File: config.mk
export PLATFORM = sky130hd
export DESIGN_NAME = fcg_top
export DESIGN_NICKNAME = d
export VERILOG_FILES = /design/src/hw/fcg_err_counter.v /design/src/hw/fcg_payload_src.v /design/src/hw/fcg_top.v
export VERILOG_INCLUDE_DIRS = /design/src /design/src/hw
export SDC_FILE = /design/constraint.sdc
export NUM_CORES = 1
export LEC_CHECK = 0
export BUFFER_PORTS_ARGS = -buffer_cell sky130_fd_sc_hd__buf_2
export CORE_ASPECT_RATIO = 0.8
export CORE_MARGIN = 10
export CORE_UTILIZATION = 57
export CTS_CLUSTER_DIAMETER = 100
export DETAILED_ROUTE_END_ITERATION = 8
export GPL_ROUTABILITY_DRIVEN = 0
export PLACE_DENSITY_LB_ADDON = 0.1
export SLEW_MARGIN = 20
export SYNTH_ARGS = -nofsm -noshare
export SYNTH_HDL_FRONTEND = slang
export SYNTH_SLANG_ARGS = --single-unit
File: constraint.sdc
create_clock -name clk -period 3.5 [get_ports clk]
set_input_delay 0.7 -clock clk [delete_from_list [all_inputs] [get_ports clk]]
set_output_delay 0.7 -clock clk [all_outputs]
set_load 0.01 [all_outputs]
File: src/hw/fcg_defs.vh
// Shared constants of the frame checker copies and the frame generator.
// Assumes a 200 MHz diagnostic clock and the PHY management address map.
`ifndef FCG_DEFS_VH
`define FCG_DEFS_VH

// Management register addresses.
`define FCG_A_RXERR       16'h0014
`define FCG_A_ODD_PRE     16'h9412
`define FCG_A_DRIBBLE     16'h9413
`define FCG_A_FALSE_CAR   16'h9414
`define FCG_A_GEN_EN      16'h9415
`define FCG_A_CTRL        16'h9416
`define FCG_A_CONT        16'h9417
`define FCG_A_IRQ_EN      16'h9418
`define FCG_A_FRM_LEN     16'h941A
`define FCG_A_IFG         16'h941B
`define FCG_A_NFRM_H      16'h941C
`define FCG_A_NFRM_L      16'h941D
`define FCG_A_DONE        16'h941E

// Field positions and reset values.
`define FCG_RESTART_BIT   3
`define FCG_PAT_MSB       2
`define FCG_RST_PAT       3'h1
`define FCG_RST_NFRM_H    16'h0000
`define FCG_RST_NFRM_L    16'h0100
`define FCG_RST_FRM_LEN   16'h006B
`define FCG_RST_IFG       8'h0C

// Payload pattern codes.
`define FCG_PAT_STOP      3'h0
`define FCG_PAT_RAND      3'h1
`define FCG_PAT_ZERO      3'h2
`define FCG_PAT_ONES      3'h3
`define FCG_PAT_ALT55     3'h4
`define FCG_PAT_DECR      3'h5

// Frame layout in bytes.
`define FCG_PRE_BYTES     4'h8
`define FCG_HDR_LAST      16'h000D
`define FCG_FCS_LAST      16'h0003

// Byte times and the clock period in ns.
`define FCG_CLK_NS        5
`define FCG_BYTE_NS_100   80
`define FCG_BYTE_NS_10    800
`define FCG_BYTE_CYC_100  (`FCG_BYTE_NS_100 / `FCG_CLK_NS)
`define FCG_BYTE_CYC_10   (`FCG_BYTE_NS_10 / `FCG_CLK_NS)

`endif

File: src/hw/fcg_err_counter.v
// One frame checker event counter with a latched readable copy.
// Assumes the event pulse comes from receive logic on the same clock.
module fcg_err_counter #(
    parameter WIDTH = 16
) (
    input  wire             clk,
    input  wire             rst_n,
    input  wire             countEvt,
    input  wire             latch,
    output reg  [WIDTH-1:0] latched
);
    reg [WIDTH-1:0] live;

    // The live count wraps; only the copy is visible to software.
    always @(posedge clk or negedge rst_n) begin
        if (!rst_n) begin
            live    <= {WIDTH{1'b0}};
            latched <= {WIDTH{1'b0}};
        end else begin
            if (countEvt) begin
                live <= live + {{(WIDTH-1){1'b0}}, 1'b1};
            end
            if (latch) begin
                latched <= live;
            end
        end
    end
endmodule // fcg_err_counter

File: src/hw/fcg_payload_src.v
// Payload byte source of the frame generator.
// Assumes frameStart precedes the first payload byte of each frame.
`include "fcg_defs.vh"
module fcg_payload_src (
    input  wire       clk,
    input  wire       rst_n,
    input  wire [2:0] pattern,
    input  wire       frameStart,
    input  wire       advance,
    output reg  [7:0] payloadByte
);
    reg [15:0] lfsr;
    reg [7:0]  decr;

    // A 16-bit maximal LFSR; its seed only needs to be non-zero.
    always @(posedge clk or negedge rst_n) begin
        if (!rst_n) begin
            lfsr <= 16'hACE1;
            decr <= 8'hFF;
        end else begin
            if (frameStart) begin
                decr <= 8'hFF;
            end else if (advance) begin
                decr <= decr - 8'h01;
            end
            if (advance) begin
                lfsr <= {lfsr[14:0],
                         lfsr[15] ^ lfsr[13] ^ lfsr[12] ^ lfsr[10]};
            end
        end
    end

    always @* begin
        case (pattern)
            `FCG_PAT_RAND:  payloadByte = lfsr[7:0];
            `FCG_PAT_ZERO:  payloadByte = 8'h00;
            `FCG_PAT_ONES:  payloadByte = 8'hFF;
            `FCG_PAT_ALT55: payloadByte = 8'h55;
            `FCG_PAT_DECR:  payloadByte = decr;
            default:        payloadByte = 8'h00;
        endcase
    end
endmodule // fcg_payload_src

File: src/hw/fcg_top.v
// Frame checker latched copies and built-in frame generator of the PHY.
// Assumes management strobes and receive events on the diagnostic clock.
//
// Functional notes
// - Count odd preamble frames in 100 Mbit mode.
// - Receive error counter read snapshots all copies.
// - Count dribble frames in 10 Mbit mode.
// - Count entries into bad start delimiter state.
// - Copies are 16-bit read-only, reset zero.
// - Enabled generator replaces MAC transmit data.
// - Restart bit restarts generator and self-clears.
// - Pattern field selects payload byte source.
// - Pattern zero: finish frame, then stop.
// - Continuous mode ignores frame count forever.
// - Burst mode sends programmed frames then stops.
// - Interrupt enable raises event on burst end.
// - Event reported as status bit seven outside.
// - 32-bit frame count loads on enable/restart.
// - Done flag set on burst end, read-cleared.
// - Frame is data field plus 18 bytes.
`include "fcg_defs.vh"
module fcg_top #(
    parameter [47:0] SRC_ADDR = 48'h02_00_00_00_00_01,
    parameter [47:0] DST_ADDR = 48'hFF_FF_FF_FF_FF_FF
) (
    input  wire        clk,
    input  wire        rst_n,
    input  wire        speed100,
    input  wire        diagClkEn,
    input  wire        oddPreambleEvt,
    input  wire        dribbleEvt,
    input  wire        falseCarrierEvt,
    input  wire        macTxEn,
    input  wire [7:0]  macTxData,
    input  wire [15:0] mgmtAddr,
    input  wire        mgmtWrite,
    input  wire        mgmtRead,
    input  wire [15:0] mgmtWdata,
    output reg  [15:0] mgmtRdata,
    output reg         mgmtRdValid,
    output reg         phyTxEn,
    output reg  [7:0]  phyTxData,
    output reg         fgIrqEvent
);
    localparam ST_IDLE = 3'h0;
    localparam ST_PRE  = 3'h1;
    localparam ST_HDR  = 3'h2;
    localparam ST_DATA = 3'h3;
    localparam ST_FCS  = 3'h4;
    localparam ST_GAP  = 3'h5;

    localparam integer CYC100 = `FCG_BYTE_CYC_100;
    localparam integer CYC10  = `FCG_BYTE_CYC_10;

    // Register select codes shared by read and write decoding.
    localparam [3:0] R_NONE  = 4'h0;
    localparam [3:0] R_ODD   = 4'h1;
    localparam [3:0] R_DRIB  = 4'h2;
    localparam [3:0] R_FCAR  = 4'h3;
    localparam [3:0] R_EN    = 4'h4;
    localparam [3:0] R_CTRL  = 4'h5;
    localparam [3:0] R_CONT  = 4'h6;
    localparam [3:0] R_IRQ   = 4'h7;
    localparam [3:0] R_LEN   = 4'h8;
    localparam [3:0] R_IFG   = 4'h9;
    localparam [3:0] R_NFH   = 4'hA;
    localparam [3:0] R_NFL   = 4'hB;
    localparam [3:0] R_DONE  = 4'hC;

    function [3:0] regSel;
        input [15:0] a;
        begin
            if (a == `FCG_A_ODD_PRE) regSel = R_ODD;
            else if (a == `FCG_A_DRIBBLE) regSel = R_DRIB;
            else if (a == `FCG_A_FALSE_CAR) regSel = R_FCAR;
            else if (a == `FCG_A_GEN_EN) regSel = R_EN;
            else if (a == `FCG_A_CTRL) regSel = R_CTRL;
            else if (a == `FCG_A_CONT) regSel = R_CONT;
            else if (a == `FCG_A_IRQ_EN) regSel = R_IRQ;
            else if (a == `FCG_A_FRM_LEN) regSel = R_LEN;
            else if (a == `FCG_A_IFG) regSel = R_IFG;
            else if (a == `FCG_A_NFRM_H) regSel = R_NFH;
            else if (a == `FCG_A_NFRM_L) regSel = R_NFL;
            else if (a == `FCG_A_DONE) regSel = R_DONE;
            else regSel = R_NONE;
        end
    endfunction

    // Reflected Ethernet CRC-32, one byte at a time.
    function [31:0] crcByte;
        input [31:0] c;
        input [7:0]  d;
        integer i;
        reg [31:0] r;
        begin
            r = c;
            for (i = 0; i < 8; i = i + 1) begin
                if (r[0] ^ d[i]) r = (r >> 1) ^ 32'hEDB88320;
                else r = r >> 1;
            end
            crcByte = r;
        end
    endfunction

    wire [3:0] wrSel = mgmtWrite ? regSel(mgmtAddr) : R_NONE;
    wire [3:0] rdSel = mgmtRead ? regSel(mgmtAddr) : R_NONE;

    // Software registers.
    reg        generatorEnable;
    reg [2:0]  payloadPatternSelect;
    reg        continuousModeSelect;
    reg        generatorIrqEnable;
    reg [15:0] dataFieldLength;
    reg [7:0]  gapLength;
    reg [15:0] frameCountHigh;
    reg [15:0] frameCountLow;
    reg        burstDoneFlag;

    // Generator state.
    reg [2:0]  state;
    reg [15:0] idx;
    reg [31:0] framesLeft;
    reg        active;
    reg [31:0] crc;
    reg        genEn;
    reg [7:0]  genData;
    reg [7:0]  byteCnt;
    reg        byteTick;
    reg [7:0]  hdrByte;

    // Checker copies.
    wire        rxErrRead = mgmtRead && (mgmtAddr == `FCG_A_RXERR);
    wire [2:0]  evtVec;
    wire [47:0] copies;

    assign evtVec[0] = oddPreambleEvt & speed100;
    assign evtVec[1] = dribbleEvt & ~speed100;
    assign evtVec[2] = falseCarrierEvt;

    genvar g;
    generate
        for (g = 0; g < 3; g = g + 1) begin : gCopy
            fcg_err_counter #(
                .WIDTH (16)
            ) uCnt (
                .clk      (clk),
                .rst_n    (rst_n),
                .countEvt (evtVec[g]),
                .latch    (rxErrRead),
                .latched  (copies[16*g+15:16*g])
            );
        end
    endgenerate

    // A write that turns the enable on, or a restart, reloads the burst.
    wire enRise = (wrSel == R_EN) && mgmtWdata[0] && !generatorEnable;
    wire restartReq = (wrSel == R_CTRL) && mgmtWdata[`FCG_RESTART_BIT];
    wire loadBurst = enRise || restartReq;

    // The generator advances only on byte ticks while the clock is gated on.
    wire step = byteTick && diagClkEn && generatorEnable;
    wire frameStart = step && (state == ST_IDLE) && active &&
                      (payloadPatternSelect != `FCG_PAT_STOP) &&
                      (continuousModeSelect || (framesLeft != 32'h0));
    wire payAdvance = step && (state == ST_DATA);
    wire burstEnd = step && (state == ST_IDLE) && active &&
                    !continuousModeSelect && (framesLeft == 32'h0);
    wire [7:0] payloadByte;

    fcg_payload_src uPay (
        .clk         (clk),
        .rst_n       (rst_n),
        .pattern     (payloadPatternSelect),
        .frameStart  (frameStart),
        .advance     (payAdvance),
        .payloadByte (payloadByte)
    );

    // Byte-rate enable for the selected line speed.
    always @(posedge clk or negedge rst_n) begin
        if (!rst_n) begin
            byteCnt  <= 8'h00;
            byteTick <= 1'b0;
        end else if (byteCnt == 8'h00) begin
            byteCnt  <= (speed100 ? CYC100[7:0] : CYC10[7:0]) - 8'h01;
            byteTick <= 1'b1;
        end else begin
            byteCnt  <= byteCnt - 8'h01;
            byteTick <= 1'b0;
        end
    end

    // Register writes and the read-cleared done flag.
    always @(posedge clk or negedge rst_n) begin
        if (!rst_n) begin
            generatorEnable      <= 1'b0;
            payloadPatternSelect <= `FCG_RST_PAT;
            continuousModeSelect <= 1'b0;
            generatorIrqEnable   <= 1'b0;
            dataFieldLength      <= `FCG_RST_FRM_LEN;
            gapLength            <= `FCG_RST_IFG;
            frameCountHigh       <= `FCG_RST_NFRM_H;
            frameCountLow        <= `FCG_RST_NFRM_L;
            burstDoneFlag        <= 1'b0;
        end else begin
            if (wrSel == R_EN) generatorEnable <= mgmtWdata[0];
            if (wrSel == R_CTRL) begin
                payloadPatternSelect <= mgmtWdata[`FCG_PAT_MSB:0];
            end
            if (wrSel == R_CONT) continuousModeSelect <= mgmtWdata[0];
            if (wrSel == R_IRQ) generatorIrqEnable <= mgmtWdata[0];
            if (wrSel == R_LEN) dataFieldLength <= mgmtWdata;
            if (wrSel == R_IFG) gapLength <= mgmtWdata[7:0];
            if (wrSel == R_NFH) frameCountHigh <= mgmtWdata;
            if (wrSel == R_NFL) frameCountLow <= mgmtWdata;
            // Completion in the same cycle as the clearing read wins.
            if (burstEnd) begin
                burstDoneFlag <= 1'b1;
            end else if (rdSel == R_DONE) begin
                burstDoneFlag <= 1'b0;
            end
        end
    end

    // Register reads answer one cycle after the strobe; others read zero.
    always @(posedge clk or negedge rst_n) begin
        if (!rst_n) begin
            mgmtRdata   <= 16'h0000;
            mgmtRdValid <= 1'b0;
        end else begin
            mgmtRdValid <= mgmtRead;
            if (rdSel == R_ODD) mgmtRdata <= copies[15:0];
            else if (rdSel == R_DRIB) mgmtRdata <= copies[31:16];
            else if (rdSel == R_FCAR) mgmtRdata <= copies[47:32];
            else if (rdSel == R_EN) mgmtRdata <= {15'h0000, generatorEnable};
            // Restart always reads back as zero since it clears itself.
            else if (rdSel == R_CTRL) begin
                mgmtRdata <= {13'h0000, payloadPatternSelect};
            end
            else if (rdSel == R_CONT) begin
                mgmtRdata <= {15'h0000, continuousModeSelect};
            end
            else if (rdSel == R_IRQ) begin
                mgmtRdata <= {15'h0000, generatorIrqEnable};
            end
            else if (rdSel == R_LEN) mgmtRdata <= dataFieldLength;
            else if (rdSel == R_IFG) mgmtRdata <= {8'h00, gapLength};
            else if (rdSel == R_NFH) mgmtRdata <= frameCountHigh;
            else if (rdSel == R_NFL) mgmtRdata <= frameCountLow;
            else if (rdSel == R_DONE) mgmtRdata <= {15'h0000, burstDoneFlag};
            else mgmtRdata <= 16'h0000;
        end
    end

    // Frame generator sequence.
    always @(posedge clk or negedge rst_n) begin
        if (!rst_n) begin
            state      <= ST_IDLE;
            idx        <= 16'h0000;
            framesLeft <= 32'h0000_0000;
            active     <= 1'b0;
            crc        <= 32'hFFFF_FFFF;
            genEn      <= 1'b0;
            genData    <= 8'h00;
        end else if (!generatorEnable || loadBurst) begin
            // Disabling aborts at once; restart begins a fresh burst.
            state  <= ST_IDLE;
            idx    <= 16'h0000;
            genEn  <= 1'b0;
            active <= loadBurst;
            if (loadBurst) begin
                framesLeft <= {frameCountHigh, frameCountLow};
            end
        end else if (step) begin
            case (state)
                ST_IDLE: begin
                    genEn <= 1'b0;
                    if (burstEnd) begin
                        active <= 1'b0;
                    end else if (frameStart) begin
                        state   <= ST_PRE;
                        idx     <= 16'h0001;
                        genEn   <= 1'b1;
                        genData <= 8'h55;
                    end
                end
                ST_PRE: begin
                    if (idx == {12'h000, `FCG_PRE_BYTES - 4'h1}) begin
                        genData <= 8'hD5;
                        state   <= ST_HDR;
                        idx     <= 16'h0000;
                        crc     <= 32'hFFFF_FFFF;
                    end else begin
                        genData <= 8'h55;
                        idx     <= idx + 16'h0001;
                    end
                end
                ST_HDR: begin
                    // Addresses and length field: 14 of the 18 extra bytes.
                    genData <= hdrByte;
                    crc     <= crcByte(crc, hdrByte);
                    if (idx == `FCG_HDR_LAST) begin
                        idx   <= 16'h0000;
                        state <= (dataFieldLength == 16'h0000) ?
                                 ST_FCS : ST_DATA;
                    end else begin
                        idx <= idx + 16'h0001;
                    end
                end
                ST_DATA: begin
                    genData <= payloadByte;
                    crc     <= crcByte(crc, payloadByte);
                    if (idx == dataFieldLength - 16'h0001) begin
                        idx   <= 16'h0000;
                        state <= ST_FCS;
                    end else begin
                        idx <= idx + 16'h0001;
                    end
                end
                ST_FCS: begin
                    genData <= ~crc[8*idx[1:0] +: 8];
                    if (idx == `FCG_FCS_LAST) begin
                        idx   <= 16'h0000;
                        state <= ST_GAP;
                        if (!continuousModeSelect) begin
                            framesLeft <= framesLeft - 32'h1;
                        end
                    end else begin
                        idx <= idx + 16'h0001;
                    end
                end
                ST_GAP: begin
                    genEn <= 1'b0;
                    if (idx + 16'h0001 >= {8'h00, gapLength}) begin
                        // Back to idle; continuous mode never ends a burst.
                        state <= ST_IDLE;
                        idx   <= 16'h0000;
                    end else begin
                        idx <= idx + 16'h0001;
                    end
                end
                default: begin
                    state <= ST_IDLE;
                    genEn <= 1'b0;
                end
            endcase
        end
    end

    // Header byte for the current index: destination, source, length.
    always @* begin
        if (idx < 16'h0006) begin
            hdrByte = DST_ADDR[8*(5-idx[2:0]) +: 8];
        end else if (idx < 16'h000C) begin
            hdrByte = SRC_ADDR[8*(11-idx[3:0]) +: 8];
        end else if (idx == 16'h000C) begin
            hdrByte = dataFieldLength[15:8];
        end else begin
            hdrByte = dataFieldLength[7:0];
        end
    end

    // Transmit source select and the completion event.
    always @(posedge clk or negedge rst_n) begin
        if (!rst_n) begin
            phyTxEn    <= 1'b0;
            phyTxData  <= 8'h00;
            fgIrqEvent <= 1'b0;
        end else begin
            if (generatorEnable) begin
                phyTxEn   <= genEn;
                phyTxData <= genData;
            end else begin
                phyTxEn   <= macTxEn;
                phyTxData <= macTxData;
            end
            // The status bit and its mask live in the interrupt block.
            fgIrqEvent <= burstEnd && generatorIrqEnable;
        end
    end
endmodule // fcg_top

Word-level counts from Yosys, hierarchy flattened. Cells that the tools add are included.

$add $sub $neg: 11. Magnitude comparators: 3. Equality and inequality tests: 60. Shift-type cells: 3. Muxes and demuxes: 139. Bitwise gates (word level): 39. Reduce and logical (&&, ||, !) cells: 43.

Operator list (count): $mux 32 (65); $mux 16 (20); $not 13->14 (15); $eq 16x16->1 const B (12); $pmux 16 s6 (1); $pmux 32 s3 (1); $shiftx 48x33->8 const A (2); $mux 8 (11); $add 16x1->16 const B (4); $mux 4 (14); $pmux 8 s5 (1); $eq 4x4->1 const B (9); $eq 16x4->1 const B (2); $eq 4x3->1 const B (8); $logic_not 32->1 (1); $pmux 8 s4 (1); $reduce_bool 32->1 (1); $shiftx 32x6->8 (1); $sub 32x1->32 const B (1); $mux 3 (10); $sub 8x1->8 const B (3); $xor 1x1->1 (19); $pmux 3 s6 (1); $eq 16x16->1 (1); other kinds (40) (94).

Bits in registers: 312. Input port bits: 50. Output and inout port bits: 27.

Logic depth before layout (Yosys ltp). Gate-level depths: netlist of the first run.

Depth in word-level cells: 53. Depth in mapped cells: 14.

By module. Synthesis of the first run repeated with hierarchy kept, for this count alone.

Cell total of the unflattened synthesis: 1732. Area, all modules: 17902.2 um^2.

Modules (own cells, without submodules): fcg_top (times used 1, cells each 1356, area each 12866.1 um^2, seq. area each 4855.9 um^2); fcg_err_counter (times used 3, cells each 89, area each 1278.7 um^2, seq. area each 800.8 um^2); fcg_payload_src (times used 1, cells each 109, area each 1199.9 um^2, seq. area each 620.6 um^2).

Least setup slack after synthesis of the first run. Ideal clock, no wire load.

Kind: flip-flop to flip-flop. From: register idx[3]. To: register crc[20]. Data arrival time: 3389 ps. Path slack: 27 ps. Cell stages (with the launch flop): 14. Path buffers: 1. Period minus slack after synthesis: 3473 ps. Path through: dfrtp_1 > buf_2 > inv_1 > ha_1 > a21o_1 > nor3_1 > a211oi_4 > or3_4 > xor2_4 > xnor2_4 > xnor3_2 > xnor3_1 > a221oi_1 > nor2_1.

Longest elaborated chain between the ends: 40. Elaborated cells between the ends (all ways): 52. Classes of those cells: 1 x add/sub; 2 x order compare; 3 x eq/ne; 1 x shift; 33 x mux; 11 x bitwise; 1 x reduce/logical.

Ends and longest elaborated chain: from (decl) (line fcg_top.v:121) `reg [15:0] idx;`; from (signal assigned) (line fcg_top.v:295) `idx <= idx + 16'h0001;`; from (signal assigned) (line fcg_top.v:307) `idx <= idx + 16'h0001;`; from (signal assigned) (line fcg_top.v:317) `idx <= idx + 16'h0001;`; $sub 4x4->5 / $eq 16x4->1 (equally long branches) (line fcg_top.v:355, fcg_top.v:356); $shiftx 48x33->8 / $mux 8 (equally long branches) (line fcg_top.v:355, fcg_top.v:356); $mux 8 (line fcg_top.v:354) `end else if (idx < 16'h000C) begin`; $mux 8 (line fcg_top.v:352) `if (idx < 16'h0006) begin`; $xor 1x1->1 (line fcg_top.v:98) `if (r[0] ^ d[i]) r = (r >> 1) ^ 32'hEDB88320;`; $mux 32 (line fcg_top.v:98); $mux 32 (line fcg_top.v:275) `case (state)`; $mux 32 (line fcg_top.v:274) `end else if (step) begin`; [... 24 more ...]; $not 13->14 (no line); $mux 32 (line fcg_top.v:98); $mux 32 (line fcg_top.v:275); $mux 32 (line fcg_top.v:274); $mux 32 (line fcg_top.v:265) `end else if (!generatorEnable || loadBurst) begin`; $not 13->14 (no line); $mux 32 (line fcg_top.v:98); $pmux 32 s3 (line fcg_top.v:275); to (signal assigned) (line fcg_top.v:301) `crc <= crcByte(crc, hdrByte);`; to (signal assigned) (line fcg_top.v:312) `crc <= crcByte(crc, payloadByte);`; to (decl) (line fcg_top.v:124) `reg [31:0] crc;`.

Several ways; a longest one is shown, not always the timed one. The select of a mux whose other input is x is not followed. A chain may end at the register's enable or synchronous reset.

Final worst setup path of the first run.
From: register dataFieldLength[0]. To: register idx[12].

Longest elaborated chain between the ends: 6.

Ends and longest elaborated chain: from (decl) (line fcg_top.v:113) `reg [15:0] dataFieldLength;`; from (signal assigned) (line fcg_top.v:200) `` dataFieldLength <= `FCG_RST_FRM_LEN; ``; from (signal assigned) (line fcg_top.v:212) `if (wrSel == R_LEN) dataFieldLength <= mgmtWdata;`; $sub 16x1->16 (line fcg_top.v:313) `if (idx == dataFieldLength - 16'h0001) begin`; $eq 16x16->1 (line fcg_top.v:313); $mux 16 (line fcg_top.v:313); $pmux 16 s6 (line fcg_top.v:275); $mux 16 (line fcg_top.v:274); $mux 16 (line fcg_top.v:265); to (signal assigned) (line fcg_top.v:307); to (signal assigned) (line fcg_top.v:317); to (signal assigned) (line fcg_top.v:329) `idx <= idx + 16'h0001;`.

Every way passes these cells. The select of a mux whose other input is x is not followed.

==> impl_metrics.yaml, run 1 <==
clock_network:
  clock_sinks: 312
  clockBufferDepth: 3
  cts_hold_buf: 0
  cts_buffers: 31
  insertion_delay_ns: 0.58
  tritoncts: "done"
  htree_levels: 1
  cts_root_buf: "clkbuf_16"
  path_clk_slew_ns: 0.06
timing:
  min_period_ns: 3.44
  slew_violations: 0
  max-slew-margin-rel_pct: 45.6
  hold_viol: 0
  timing.final.ws_setup_ns: 0.0586
  finalSetupViolCount: 0
  finalCritPeriodShare_pct: 98.3
  fin_worst_skew_ns: 0.0244
  tightest_slew_ns: 0.811
  fmax_mhz: 291
synthesis:
  netlist_instances: 1718
  synthesis.nets: 1792
  avgSynthCellArea_um2: 10.3
  yosysUniqueCellTypes: 89
  synth_edf_count: 0
  syn_area_um2: 17700
  ys_ff_latch: 312
  synthArstFlopShare_pct: 100
  synth_area_leaders: "dfrtp_1 (36%), mux2_2 (8.7%), dfstp_2 (8.5%), xnor2_1 (6.5%), nand2_1 (3.0%)"
  synth_ff_type: "dfrtp_1"
  seq_area_frac_synth_pct: 44.5
  yosysTopAreaCellShare_pct: 36.1
  synth_top_area_cell: "dfrtp_1"
  synth_warnings: 0
global_routing:
  grt-ovfl-total: 0
  grt_pass1_wl_um: 76100
  grt_max_degree: 75
  first_global_vias: 13300
  antenna_found_initial: 1
  groute.usage.overall_pct: 24.9
detailed_routing:
  viasPerCell: 6.01
  ant_nets: 0
  wl_um: 48700
  drt_iter0_drc: 1383
  drt-pass1-iter-count: 7
  drc: 0
  vias: 13800
  wl_per_cell_um: 21.3
floorplanning:
  start_util_pct: 58.0
  fp.dieArea_um2: 38500
  fp.dieW_um: 217
  rows: 57
  die_h_um: 178
  ios: 77
  core_area_um2: 30500
critical_path:
  criticalPathCategory: "reg2reg"
  crit_arrival_ns: 3.93
  critPathRequiredTime_ns: 3.99
  reg2reg_depth: 13
  cp-start-kind: "flop"
  cp-end-kind: "flop"
  worstPathMaxFanout: 12
pwr:
  power.density_nw_per_um2: 374
  peakVddDrop_mv: 0.377
  p_leak_nw: 9.11
layout:
  area_delta_synth_final_pct: 15.3
  layout_common_cells: "dfrtp_1 (253), nand2_1 (139), mux2_2 (137)"
  final_cell_area_um2: 20400
  layout_commonest_cell: "dfrtp_1"
  nets: 1925
  drive_above_1_share_pct: 27.7
job:
  cap_violations: 0
hold_path:
  min_path_type: "in2async"
place:
  dp_hpwl_um: 35600
  place_area_um2: 19100
  dp_slack_ns: 0.0300
  portBuffers: 76
run_status:
  run_status: "completed"
## layout make-up
| type | instances | area (um2) |
|---|---|---|
| Antenna cell | 1 | 2.50 |
| Clock buffer | 40 | 860 |
| Clock inverter | 18 | 180 |
| Fill cell | 2443 | 10100 |
| Inverter | 35 | 131 |
| Multi-Input combinational cell | 1276 | 9420 |
| Sequential cell | 312 | 7880 |
| Tap cell | 413 | 517 |
| Timing Repair Buffer | 195 | 1410 |
## metrics by stage
step                      power, W  hold slack (ns)  utilization (%)  instances  setup TNS, ns
final                      0.00763           0.0816             66.8       2290              0
after detailed placement   0.00427            0.451             62.6       2217              0
after floorplan            0.00407            0.404                -       1718              0
after CTS                  0.00770           0.0876             66.0       2275              0
after global routing       0.00790            0.124             66.8       2289         -0.152
after global placement     0.00425            0.444             62.6       2217              0
## where the power goes
part           switching, W  internal (W)  leakage, nW  total, W
Combinational      0.000197      0.000154         4.56  0.000352
Sequential         0.000136       0.00373         4.04   0.00386
Clock               0.00146       0.00196        0.516   0.00341
## per-layer routing
| metal | global-route usage [%] | vias up | share of wire, % | wire length [um] |
|---|---|---|---|---|
| li1 | - | 6369 | - | - |
| met1 | 37.2 | 6820 | 47 | 22800 |
| met2 | 35.8 | 533 | 42 | 20400 |
| met3 | 6.65 | 44 | 10 | 4910 |
| met4 | 4.42 | 0 | 1.3 | 658 |
| met5 | 0 | - | 0 | 0 |
## Yosys cell counts (9+ instances only)
| library cell | count |
|---|---|
| a21o_1 | 9 |
| a21oi_1 | 93 |
| a221oi_1 | 14 |
| a22oi_1 | 25 |
| a31oi_1 | 20 |
| and2_1 | 10 |
| and3_1 | 20 |
| buf_1 | 12 |
| buf_2 | 11 |
| clkbuf_1 | 63 |
| dfrtp_1 | 255 |
| dfstp_2 | 57 |
| ha_1 | 24 |
| inv_1 | 35 |
| mux2_2 | 137 |
| mux2i_1 | 28 |
| nand2_1 | 140 |
| nand2b_1 | 11 |
| nand3_1 | 54 |
| nand4_1 | 14 |
| nor2_1 | 135 |
| nor2b_1 | 10 |
| nor3_1 | 46 |
| nor4_1 | 17 |
| o211ai_1 | 13 |
| o21a_1 | 11 |
| o21ai_0 | 97 |
| o21ai_1 | 13 |
| or3_1 | 15 |
| xnor2_1 | 132 |
| xor2_1 | 57 |
## sequential cells by signal, indices dropped and copies added (netlist names), 3 cells and up
register              count
uPay.decr                 8
mgmtRdata                16
framesLeft               32
phyTxData                 8
payloadPatternSelect      3
frameCountLow            16
crc                      32
uPay.lfsr                16
idx                      16
gCopy.uCnt.latched       48
gapLength                 8
genData                   8
frameCountHigh           16
state                     3
dataFieldLength          16
gCopy.uCnt.live          48
byteCnt                   8
## final timing paths
kind	startpoint	end	slack (ns)
setup / recovery	dataFieldLength[0]	idx[12]	0.06
hold / removal	rst_n	gCopy[0].uCnt.live[14]	0.08
setup reg to reg	dataFieldLength[0]	idx[12]	0.06
hold reg to reg	byteCnt[0]	byteCnt[0]	0.45
max in group asynchronous	rst_n	frameCountLow[8]	2.51
min in group clk	mgmtRead	mgmtRdValid	0.33
## cells by family after synthesis
family | count (synthesis) | synth area share, %
AO/OA/AOI/OAI | 354 | 12.7
XOR/XNOR | 210 | 12.1
flip-flops | 312 | 44.5
buffers and inverters | 130 | 3.11
multiplexers | 174 | 11.4
adder cells (fa/ha/maj) | 24 | 1.70
AND/OR/NAND/NOR | 514 | 14.5
## timing repair
item | in CTS | in global routing
setup endpoints to repair | 4 | 23
buffers inserted | 0 | 12
resized for setup | 2 | 23
pin swaps | 0 | 7
gates cloned | 0 | 2
## critical path, cell delays in order, from the launching register on
cell and delay (ns):
dfstp_2 0.37, inv_1 0.09, ha_2 0.18, or4b_4 0.49, or4_4 0.53, mux2_4 0.31
mux2i_1 0.13, o22ai_1 0.10, nand4_1 0.20, a31oi_4 0.15, a211oi_4 0.31, buf_12 0.18
a41oi_2 0.13, a31oi_1 0.19
(Power assumes the default switching activity.)
==> inputs of run 2 (changes only) <==
--- a/config.mk
+++ b/config.mk
@@ -14,7 +14,8 @@
 export DETAILED_ROUTE_END_ITERATION = 8
 export GPL_ROUTABILITY_DRIVEN = 0
 export PLACE_DENSITY_LB_ADDON = 0.1
-export SLEW_MARGIN = 20
+export SLEW_MARGIN = 0
 export SYNTH_ARGS = -nofsm -noshare
 export SYNTH_HDL_FRONTEND = slang
+export SYNTH_HIERARCHICAL = 1
 export SYNTH_SLANG_ARGS = --single-unit
==> impl_metrics.yaml, run 2 <==
synthesis:
  synthTopCellsByCount: "dfrtp_1 (255), mux2_2 (145), xnor2_1 (132), nor2_1 (122), nand2_1 (121)"
  synthesis.nets: 1805
  synth_area_leaders: "dfrtp_1 (36%), mux2_2 (9.1%), dfstp_2 (8.4%), xnor2_1 (6.5%), a21oi_1 (3.0%)"
  avgSynthCellArea_um2: 10.3
  synth_most_common_cell: "dfrtp_1"
  synth_ff_type: "dfrtp_1"
  yosysUniqueCellTypes: 95
  netlist_instances: 1732
  synth_warnings: 6
  synth_top_area_cell: "dfrtp_1"
  ys_ff_latch: 312
  yosysTopAreaCellShare_pct: 35.6
  synthArstFlopShare_pct: 100
  syn_area_um2: 17900
  synth_edf_count: 0
  seq_area_frac_synth_pct: 44.0
layout:
  layout_commonest_cell: "dfrtp_1"
  drive_above_1_share_pct: 28.8
  layout_common_cells: "dfrtp_1 (255), mux2_2 (145), xnor2_1 (132)"
  area_delta_synth_final_pct: 15.8
  nets: 1954
  reg_top3: "gCopy.uCnt/latched: 48 flops, gCopy.uCnt/live: 48 flops"
  fillers: 2372
timing:
  hold_slack_ns: 0.123
  finalSetupViolCount: 0
  slew_violations: 0
  tightest_slew_ns: 0.718
  fin_setup_tns_ns: 0
  hold_viol: 0
  rsz0062_at_grt: "no"
  timing.final.ws_setup_ns: 0.0808
  min_period_ns: 3.42
  fmax_mhz: 292
  fin_worst_skew_ns: 0.0183
  finalCritPeriodShare_pct: 97.7
  max-slew-margin-rel_pct: 51.8
critical_path:
  r2r_setup_slack_ns: 0.08
  crit_top_cell: "xnor2_4"
  criticalPathCategory: "reg2reg"
  cp_top_family: "simple AND/OR/NAND/NOR gates"
  worstPathMaxFanout: 9
  cpPeakStageDelay_ns: 0.66
  critPathRequiredTime_ns: 3.98
  crit_arrival_ns: 3.90
  cp.buffers_inverters: 1
  cp-start-kind: "flop"
  cp-end-kind: "flop"
  path_cells: "or4_4 > nor3_4 > mux2i_1 > buf_4 > a21oi_4 > xnor2_4 > xnor2_4 > xor2_2 > xor2_1 > o221ai_1 > o21a_1"
  critical_path.slowest_cell: "or4_4"
pwr:
  p_leak_nw: 9.31
  power.density_nw_per_um2: 401
  peakVddDrop_mv: 0.460
  total_power_w: 0.00831
floorplanning:
  ios: 77
  core_area_um2: 30700
  fp.dieArea_um2: 38900
  start_util_pct: 58.4
  die_h_um: 179
  fp.dieW_um: 218
  rows: 57
global_routing:
  groute.usage.overall_pct: 26.3
  antenna_found_initial: 1
  grt_pass1_wl_um: 80800
  grt-ovfl-total: 0
  grt_max_degree: 70
  first_global_vias: 14100
detailed_routing:
  ant_nets: 0
  vias: 14500
  viasPerCell: 6.23
  drt-pass1-iter-count: 8
  wl_um: 51500
  wl_per_cell_um: 22.2
  drt_iter0_drc: 1896
  drc: 0
clock_network:
  clock_sinks: 312
  clockBufferDepth: 3
  cts_hold_buf: 0
  path_clk_slew_ns: 0.06
  tritoncts: "done"
  cts_root_buf: "clkbuf_16"
  htree_levels: 2
  insertion_delay_ns: 0.54
  cts_buffers: 35
job:
  cap_violations: 0
run_status:
  run_status: "completed"
place:
  portBuffers: 76
  dp_slack_ns: -0.0798
  dp_hpwl_um: 38100
hold_path:
  min_path_type: "in2async"
## run 2: area by class of cell
class | instances | area (um2) | share of cell area, %
Clock inverter | 19 | 265 | 1.28
Multi-Input combinational cell | 1281 | 9470 | 45.7
Clock buffer | 45 | 995 | 4.80
Timing Repair Buffer | 207 | 1440 | 6.93
Antenna cell | 1 | 2.50 | 0.0121
Inverter | 44 | 165 | 0.797
Tap cell | 413 | 517 | 2.49
Sequential cell | 312 | 7880 | 38.0
## run 2: final timing paths
check / from / endpoint / cells past startpoint
worst max-delay path: idx[14] / crc[26] / 11
worst min-delay path: rst_n / framesLeft[13] / 1
worst max register to register: idx[14] / crc[26] / 11
worst min register to register: byteCnt[6] / byteCnt[6] / 1
max in group asynchronous: rst_n / gCopy[1].uCnt/live[1] / 2
min in group clk: macTxData[5] / phyTxData[5] / 2
## run 2: metrics by stage
step           instance area [um2]  util [%]  cells
2_1_floorplan                17900         -   1732
6_report                     20700      67.6   2322
3_3_place_gp                 19400      63.2   2255
5_1_grt                      20700      67.6   2321
4_1_cts                      20600      67.3   2319
3_5_place_dp                 19400      63.2   2255
## run 2: cells by family (layout without fill, tap and decap cells)
logic type	count (synthesis)	count (layout)	synth area share, %
simple gates	489	489	14.4
compound gates	399	399	14.4
flops	312	312	44.0
xor+xnor	208	208	11.4
mux	162	162	10.6
buf+inv	139	315	3.61
fa+ha+maj	23	23	1.61
other cells	0	1	0
## run 2: what timing repair did
item | in CTS | in global routing
buffers inserted | 0 | 2
endpoints found under the setup margin | 0 | 33
resized for setup | 0 | 14
## run 2: report_power, final
| group | total [W] | switching [W] | leakage, nW | internal, W |
|---|---|---|---|---|
| registers | 0.00390 | 0.000168 | 4.04 | 0.00373 |
| logic | 0.000392 | 0.000231 | 4.64 | 0.000161 |
| clock network | 0.00402 | 0.00156 | 0.621 | 0.00247 |
| total | 0.00831 | 0.00195 | 9.31 | 0.00636 |
## run 2: layer usage
metal  vias up  wire length [um]  part of all wire, %  global-route usage (%)
li1       6551                 -                    -                       -
met2       641             22300                   43                    38.5
met1      7163             22700                   44                    37.6
met5         -                11                0.021                       0
met4         2              1330                  2.6                    7.51
met3        98              5180                   10                    7.06
